$ cat src/verilog/tirf_consts.svh
// Offsets, field positions, reset values and timing counts for the timer flag block
`ifndef TIRF_CONSTS_SVH
`define TIRF_CONSTS_SVH
`define TIRF_ADDR_IRQ_ENABLE_ONE 8'h22
`define TIRF_ADDR_EVENT_FLAGS_ONE 8'h23
`define TIRF_ADDR_IRQ_ENABLE_TWO 8'h24
`define TIRF_ADDR_EVENT_FLAGS_TWO 8'h25
`define TIRF_RESET_BYTE 8'h00
`define TIRF_BIT_SHARED45 3
`define TIRF_BIT_OVERFLOW 7
`define TIRF_BIT_PERIODIC 6
`define TIRF_BIT_ACC_OVF 5
`define TIRF_BIT_ACC_EDGE 4
`define TIRF_PRESCALE_WINDOW_CYCLES 7'h40
`define TIRF_PERIODIC_BASE_BITS 13
`define TIRF_COUNTER_MAX 16'hFFFF
`endif

$ cat src/verilog/tirf_pkg.sv
// Types shared by the timer flag block
package tirf_pkg;
    typedef struct packed {
        logic [7:0] addr;
        logic [7:0] wdata;
        logic wr;
        logic rd;
    } tirf_bus_type;

    typedef struct packed {
        logic [3:0] compare;
        logic compare_five;
        logic capture_four;
        logic [2:0] capture;
        logic accum_overflow;
        logic accum_edge;
    } tirf_events_type;
endpackage : tirf_pkg

$ cat src/verilog/tirf_counter.sv
// Prescaled 16-bit free-running counter with wrap pulse
`timescale 1ns/1ns
`default_nettype none
`include "tirf_consts.svh"
module tirf_counter
    import tirf_pkg::*;
(
    input wire logic clk,
    input wire logic rst,
    input wire logic [1:0] prescale_select,
    output logic [15:0] count,
    output logic overflow
);
    logic [3:0] pre_count;
    logic tick;

    function automatic logic [3:0] tirf_prescale_mask(input logic [1:0] sel);
        case (sel)
            2'h0: tirf_prescale_mask = 4'h0;
            2'h1: tirf_prescale_mask = 4'h3;
            2'h2: tirf_prescale_mask = 4'h7;
            default: tirf_prescale_mask = 4'hF;
        endcase
    endfunction : tirf_prescale_mask

    // Divide by 1, 4, 8 or 16
    assign tick = (pre_count & tirf_prescale_mask(prescale_select))
        == tirf_prescale_mask(prescale_select);

    always_ff @(posedge clk)
    begin
        if (rst)
            pre_count <= 4'h0;
        else
            pre_count <= pre_count + 4'h1;
    end

    always_ff @(posedge clk)
    begin
        if (rst)
            count <= 16'h0000;
        else if (tick)
            count <= count + 16'h0001;
    end

    // Wrap from all ones to zero
    always_ff @(posedge clk)
    begin
        if (rst)
            overflow <= 1'b0;
        else
            overflow <= tick && (count == `TIRF_COUNTER_MAX);
    end
endmodule : tirf_counter
`default_nettype wire

$ cat src/verilog/tirf_periodic.sv
// Free-running periodic timeout generator
`timescale 1ns/1ns
`default_nettype none
`include "tirf_consts.svh"
module tirf_periodic
    import tirf_pkg::*;
#(
    parameter int BASE_BITS = `TIRF_PERIODIC_BASE_BITS
)
(
    input wire logic clk,
    input wire logic rst,
    input wire logic [1:0] rate_select,
    output logic timeout
);
    logic [BASE_BITS+2:0] divider;
    logic [BASE_BITS+2:0] period_mask;

    // Base of 2^BASE_BITS bus clocks, rate adds up to three more doublings
    assign period_mask = {{3{1'b0}}, {BASE_BITS{1'b1}}}
        | ({{BASE_BITS{1'b0}}, 3'h7 >> (2'h3 - rate_select)} << BASE_BITS);

    // Only reset stops it, so clearing the flag never shifts the phase
    always_ff @(posedge clk)
    begin
        if (rst)
            divider <= '0;
        else
            divider <= divider + {{(BASE_BITS+2){1'b0}}, 1'b1};
    end

    // First timeout only after one whole period from reset
    always_ff @(posedge clk)
    begin
        if (rst)
            timeout <= 1'b0;
        else
            timeout <= (divider & period_mask) == period_mask;
    end
endmodule : tirf_periodic
`default_nettype wire

$ cat src/verilog/tirf_top.sv
// Timer interrupt enables, event flags, prescaler select and periodic interrupt
//
// Implementation choice: the address-and-strobe port.
`timescale 1ns/1ns
`default_nettype none
`include "tirf_consts.svh"
module tirf_top
    import tirf_pkg::*;
#(
    parameter int PERIODIC_BASE_BITS = `TIRF_PERIODIC_BASE_BITS
)
(
    input wire logic MCLK,
    input wire logic RST,
    input wire logic [7:0] ADDR,
    input wire logic [7:0] WDATA,
    input wire logic WR,
    input wire logic RD,
    output logic [7:0] RDATA,
    input wire logic NORMAL_MODE,
    input wire logic CH45_FUNCTION_SELECT,
    input wire logic [1:0] PERIODIC_RATE_SELECT,
    input wire logic [3:0] COMPARE_EVENT,
    input wire logic COMPARE_FIVE_EVENT,
    input wire logic CAPTURE_FOUR_EVENT,
    input wire logic [2:0] CAPTURE_EVENT,
    input wire logic ACCUM_OVERFLOW_EVENT,
    input wire logic ACCUM_EDGE_EVENT,
    output logic [15:0] FREE_RUNNING_COUNTER,
    output logic [7:0] IRQ_ONE,
    output logic [3:0] IRQ_TWO
);
    tirf_bus_type bus;
    tirf_events_type ev;
    logic [7:0] timer_irq_enable_one;
    logic [7:0] timer_event_flags_one;
    logic [3:0] irq_enable_two_hi;
    logic [1:0] prescale_select;
    logic [3:0] event_flags_two_hi;
    logic [6:0] window_count;
    logic prescale_written;
    logic prescale_open;
    logic counter_overflow;
    logic periodic_timeout;
    logic [7:0] set_one;
    logic [3:0] set_two;
    logic [7:0] clear_one;
    logic [3:0] clear_two;
    logic [7:0] next_rdata;

    assign bus = '{addr: ADDR, wdata: WDATA, wr: WR, rd: RD};
    assign ev = '{compare: COMPARE_EVENT, compare_five: COMPARE_FIVE_EVENT,
        capture_four: CAPTURE_FOUR_EVENT, capture: CAPTURE_EVENT,
        accum_overflow: ACCUM_OVERFLOW_EVENT, accum_edge: ACCUM_EDGE_EVENT};

    function automatic logic tirf_hit(input tirf_bus_type b, input logic [7:0] offset);
        tirf_hit = b.wr && (b.addr == offset);
    endfunction : tirf_hit

    tirf_counter u_counter (
        .clk(MCLK),
        .rst(RST),
        .prescale_select(prescale_select),
        .count(FREE_RUNNING_COUNTER),
        .overflow(counter_overflow)
    );

    tirf_periodic #(
        .BASE_BITS(PERIODIC_BASE_BITS)
    ) u_periodic (
        .clk(MCLK),
        .rst(RST),
        .rate_select(PERIODIC_RATE_SELECT),
        .timeout(periodic_timeout)
    );

    // Flag sources; order follows the enable layout
    assign set_one = {ev.compare,
        CH45_FUNCTION_SELECT ? ev.capture_four : ev.compare_five,
        ev.capture};
    assign set_two = {counter_overflow, periodic_timeout,
        ev.accum_overflow, ev.accum_edge};
    assign clear_one = tirf_hit(bus, `TIRF_ADDR_EVENT_FLAGS_ONE) ? bus.wdata : 8'h00;
    assign clear_two = tirf_hit(bus, `TIRF_ADDR_EVENT_FLAGS_TWO) ? bus.wdata[7:4] : 4'h0;

    // A set in the same cycle as a clear survives
    always_ff @(posedge MCLK)
    begin
        if (RST)
            timer_event_flags_one <= `TIRF_RESET_BYTE;
        else
            timer_event_flags_one <= (timer_event_flags_one & ~clear_one) | set_one;
    end

    always_ff @(posedge MCLK)
    begin
        if (RST)
            event_flags_two_hi <= 4'h0;
        else
            event_flags_two_hi <= (event_flags_two_hi & ~clear_two) | set_two;
    end

    always_ff @(posedge MCLK)
    begin
        if (RST)
            timer_irq_enable_one <= `TIRF_RESET_BYTE;
        else if (tirf_hit(bus, `TIRF_ADDR_IRQ_ENABLE_ONE))
            timer_irq_enable_one <= bus.wdata;
    end

    always_ff @(posedge MCLK)
    begin
        if (RST)
            irq_enable_two_hi <= 4'h0;
        else if (tirf_hit(bus, `TIRF_ADDR_IRQ_ENABLE_TWO))
            irq_enable_two_hi <= bus.wdata[7:4];
    end

    // Counts bus cycles since reset, saturating once the window has closed
    always_ff @(posedge MCLK)
    begin
        if (RST)
            window_count <= 7'h00;
        else if (window_count != `TIRF_PRESCALE_WINDOW_CYCLES)
            window_count <= window_count + 7'h01;
    end

    // Locking the divider early keeps software from disturbing timed channels later
    assign prescale_open = !NORMAL_MODE
        || (!prescale_written && window_count < `TIRF_PRESCALE_WINDOW_CYCLES);

    always_ff @(posedge MCLK)
    begin
        if (RST)
        begin
            prescale_select <= 2'h0;
            prescale_written <= 1'b0;
        end
        else if (tirf_hit(bus, `TIRF_ADDR_IRQ_ENABLE_TWO) && prescale_open)
        begin
            prescale_select <= bus.wdata[1:0];
            prescale_written <= 1'b1;
        end
    end

    // Requests follow flag and enable with one cycle of register delay
    always_ff @(posedge MCLK)
    begin
        if (RST)
        begin
            IRQ_ONE <= 8'h00;
            IRQ_TWO <= 4'h0;
        end
        else
        begin
            IRQ_ONE <= timer_event_flags_one & timer_irq_enable_one;
            IRQ_TWO <= event_flags_two_hi & irq_enable_two_hi;
        end
    end

    always_comb
    begin
        next_rdata = 8'h00;
        if (bus.rd)
        begin
            if (bus.addr == `TIRF_ADDR_IRQ_ENABLE_ONE)
                next_rdata = timer_irq_enable_one;
            else if (bus.addr == `TIRF_ADDR_EVENT_FLAGS_ONE)
                next_rdata = timer_event_flags_one;
            else if (bus.addr == `TIRF_ADDR_IRQ_ENABLE_TWO)
                next_rdata = {irq_enable_two_hi, 2'h0, prescale_select};
            else if (bus.addr == `TIRF_ADDR_EVENT_FLAGS_TWO)
                next_rdata = {event_flags_two_hi, 4'h0};
        end
    end

    always_ff @(posedge MCLK)
    begin
        if (RST)
            RDATA <= 8'h00;
        else
            RDATA <= next_rdata;
    end
endmodule : tirf_top
`default_nettype wire

$ cat config.mk
export PLATFORM = sky130hd
export DESIGN_NAME = tirf_top
export DESIGN_NICKNAME = d
export VERILOG_FILES = /design/src/verilog/tirf_pkg.sv /design/src/verilog/tirf_counter.sv /design/src/verilog/tirf_periodic.sv /design/src/verilog/tirf_top.sv
export VERILOG_INCLUDE_DIRS = /design/src /design/src/verilog
export SDC_FILE = /design/constraint.sdc
export NUM_CORES = 1
export LEC_CHECK = 0
export BUFFER_PORTS_ARGS = -buffer_cell sky130_fd_sc_hd__buf_2
export CORE_MARGIN = 5
export CORE_UTILIZATION = 45
export DETAILED_ROUTE_END_ITERATION = 10
export PLACE_DENSITY = 0.67
export SLEW_MARGIN = 20
export SYNTH_ARGS = -nofsm -noshare
export SYNTH_HDL_FRONTEND = slang
export SYNTH_SLANG_ARGS = --single-unit
$ cat constraint.sdc
create_clock -name MCLK -period 2.6 [get_ports MCLK]
set_clock_uncertainty 0.15 [all_clocks]
set_input_delay 0.52 -clock MCLK [delete_from_list [all_inputs] [get_ports MCLK]]
set_output_delay 0.52 -clock MCLK [all_outputs]
set_load 0.01 [all_outputs]
==> results.yml <==
timing:
  worstMarginPinSlew_ns: 0.7485
  fmax_mhz: 483.6
  period_needed_ns: 2.068
  hold_slack_ns: 0.2312
  worst_slack_ns: 0.5323
  grt_setup_unrepaired: "no"
  fin_tns_setup_ns: 0
  slew_headroom_pct: 50.10
  finalSetupViolCount: 0
  period_share_pct: 79.53
  finalHoldViolations: 0
  drv_slew: 0
synth:
  post_synth_num_cell_types: 43
  synth.avg_cell_area_um2: 8.856
  synth_seq_cells: 92
  syn_nets: 489
  synthXorXnorAreaFrac_pct: 3.524
  netlist_area_um2: 3976
  yosys.area_share.simple_pct: 27.28
  synth_compound_area_share_pct: 9.566
  synthAdderAreaFrac_pct: 1.573
  ys_warn_count: 0
  seq_area_frac_synth_pct: 46.32
  netlist_instances: 449
  synth_top_family_by_area: "simple AND/OR/NAND/NOR gates"
  synthMuxAreaShare_pct: 7.835
clock_tree:
  clk_latency_ns: 0.36
  cts.htree.levels: 3
  holdBufCountCts: 0
  clockBufferDepth: 2
  cts_tree: "built"
  ctsResizeCount: 0
  postCtsSetupRepairBufs: 0
  clock_sinks: 92
  cts_root_buf: "clkbuf_8"
  path_clk_slew_ns: 0.10
  cts_buffers: 9
worst_setup_path:
  r2r-start: "prescale_select[1]"
  startpoint: "prescale_select[1]"
  arrival_ns: 2.17
  critPathKind: "flop to flop"
  end_kind: "flop"
  rr_endpoint: "u_counter.count[7]"
  crit_path_start_kind: "flop"
  r2r_slack_ns: 0.53
  crit_fanout: 25
  crit_required_ns: 2.70
  rr_worst_depth: 4
floorplanning:
  die_w_um: 104
  ios: 71
  die_area_um2: 10820
  fp-row-count: 34
  core-area_um2: 8678
  start_util_pct: 45.82
  die_h_um: 104
drt:
  num_vias: 3349
  drt-vias-per-instance: 5.376
  final_antenna_net_count: 0
  drtIter0Drc: 141
  wl_per_cell_um: 13.83
  routed_wl_mm: 8.618
  firstDrtPassIters: 4
  drc: 0
hold_path:
  min_delay_path_depth: 3
  holdCritPathClass: "primary input to flop"
  min_to: "timer_event_flags_one[5]"
  hp-start: "COMPARE_EVENT[1]"
run:
  max-cap-violations: 0
final_layout:
  drive_gt1_share_pct: 19.81
  num_antenna_cells: 0
  finalNetCount: 550
  fillers: 835
  syn_to_final_growth_pct: 15.51
  layout_common_cells: "92 x dfxtp_1, 70 x buf_2, 59 x nor2_1"
  fin_util_pct: 52.93
  final_common_cell: "dfxtp_1"
run_status:
  outcome: "complete, no violations"
global_routing:
  grt_max_degree: 37
  first_global_vias: 3101
  grt_pass1_wl_mm: 14.77
  antenna_found_initial: 0
  grt_use_total_pct: 16.19
  grt_overflow: 0
placement:
  dp_slack_ns: 0.3982
  port_buffers: 70
  gp_congestion: 0.7968
  dpl.hpwl_mm: 6.239
power:
  p_leak_uw: 0.001987
  power_density_nw_per_um2: 576.0
  irDropWorstVdd_v: 0.0002640
[critical path: stages, from the launching register on]
cell	delay, ns
dfxtp_1	0.37
nor2b_1	0.15
o21a_1	0.43
nor4b_1	0.49
mux2_2	0.38
[area by class of cell]
| cell class | instances | area (um^2) | share of cell area (%) |
|---|---|---|---|
| flip-flops and latches | 92 | 1842 | 40.10 |
| repair buffers | 72 | 365.4 | 7.954 |
| multi-input cells | 319 | 1979 | 43.09 |
| clock buffers | 10 | 137.6 | 2.996 |
| clock inverters | 6 | 73.82 | 1.607 |
| well taps | 108 | 135.1 | 2.942 |
| inverters | 16 | 60.06 | 1.308 |
[state kept, by name, summed over array words and instances (netlist names), 2 cells and up]
register,cells
IRQ_ONE,8
IRQ_TWO,4
RDATA,8
event_flags_two_hi,4
irq_enable_two_hi,4
prescale_select,2
timer_event_flags_one,8
timer_irq_enable_one,8
u_counter.count,16
u_counter.pre_count,4
u_periodic.divider,16
window_count,7
[cells in the mapped netlist, drive strengths merged]
cell type,n,area (um^2)
o21bai,1,7.510
nor3,4,20.02
nand3b,3,22.52
or2b,1,7.510
or3b,1,8.760
or2,2,12.51
inv,16,60.06
ha,5,62.56
buf,5,28.78
a21oi,26,130.1
nor2b,17,106.4
clkbuf,17,66.31
a2111oi,1,8.760
nand2,26,97.59
o21a,1,7.510
or4,5,37.54
or3,6,37.54
o22ai,4,25.02
dfxtp,92,1842
mux2,9,101.4
and2,5,31.28
o31ai,5,37.54
and4,5,43.79
nand3,29,145.1
a211oi,4,30.03
mux2i,21,210.2
nor3b,6,45.04
and3,4,25.02
a211o,1,8.760
nor4b,3,41.29
o211a,3,30.03
nand2b,9,56.30
xnor2,8,70.07
nor4,11,68.82
xor2,8,70.07
nor2,59,221.5
o21ai,19,95.09
nand4,7,56.30
[logic make-up (layout without fill, tap and decap cells)]
kind of cell               after synthesis  in the layout
muxes                                   30             30
and+or+nand+nor                        203            203
DFF                                     92             92
AOI/OAI and AO/OA                       65             65
xor gates and xnor gates                16             16
buffers and inverters                   38            104
adders and majority gates                5              5
[per-layer routing]
layer | up-vias | track usage (%) | part of all wire [%]
li1 | 1688 | - | -
met1 | 1565 | 21.75 | 48
met2 | 87 | 24.86 | 44
met5 | - | 0 | 0
met3 | 9 | 4.097 | 7.0
met4 | 0 | 6.383 | 1.1
[where the power goes]
part | total (uW) | switching, uW | internal [uW]
combinational | 166 | 95.2 | 71.1
sequential | 1460 | 26.4 | 1440
clock | 1020 | 529 | 489
total | 2650 | 650 | 2000
[stage by stage]
stage / instance area (um^2) / power (uW) / std cells
2_1_floorplan: 3976 / 1597 / 449
3_3_place_gp: 4382 / 1657 / 607
3_5_place_dp: 4382 / 1662 / 607
4_1_cts: 4593 / 2683 / 623
5_1_grt: 4593 / 2768 / 623
6_report: 4593 / 2646 / 623
[how the worst max path moves through the flow]
| stage | slack [ns] | end | cells after the start |
|---|---|---|---|
| floorplan | 0.73 | u_counter.count[14] | 6 |
| global placement | 0.47 | prescale_select[1] | 5 |
| detailed placement | 0.40 | prescale_select[0] | 5 |
| CTS | 0.56 | u_counter.count[7] | 4 |
| global route | 0.45 | u_counter.count[14] | 5 |
| finish | 0.53 | u_counter.count[7] | 4 |
Note: power is estimated with default switching activity, not from simulation.
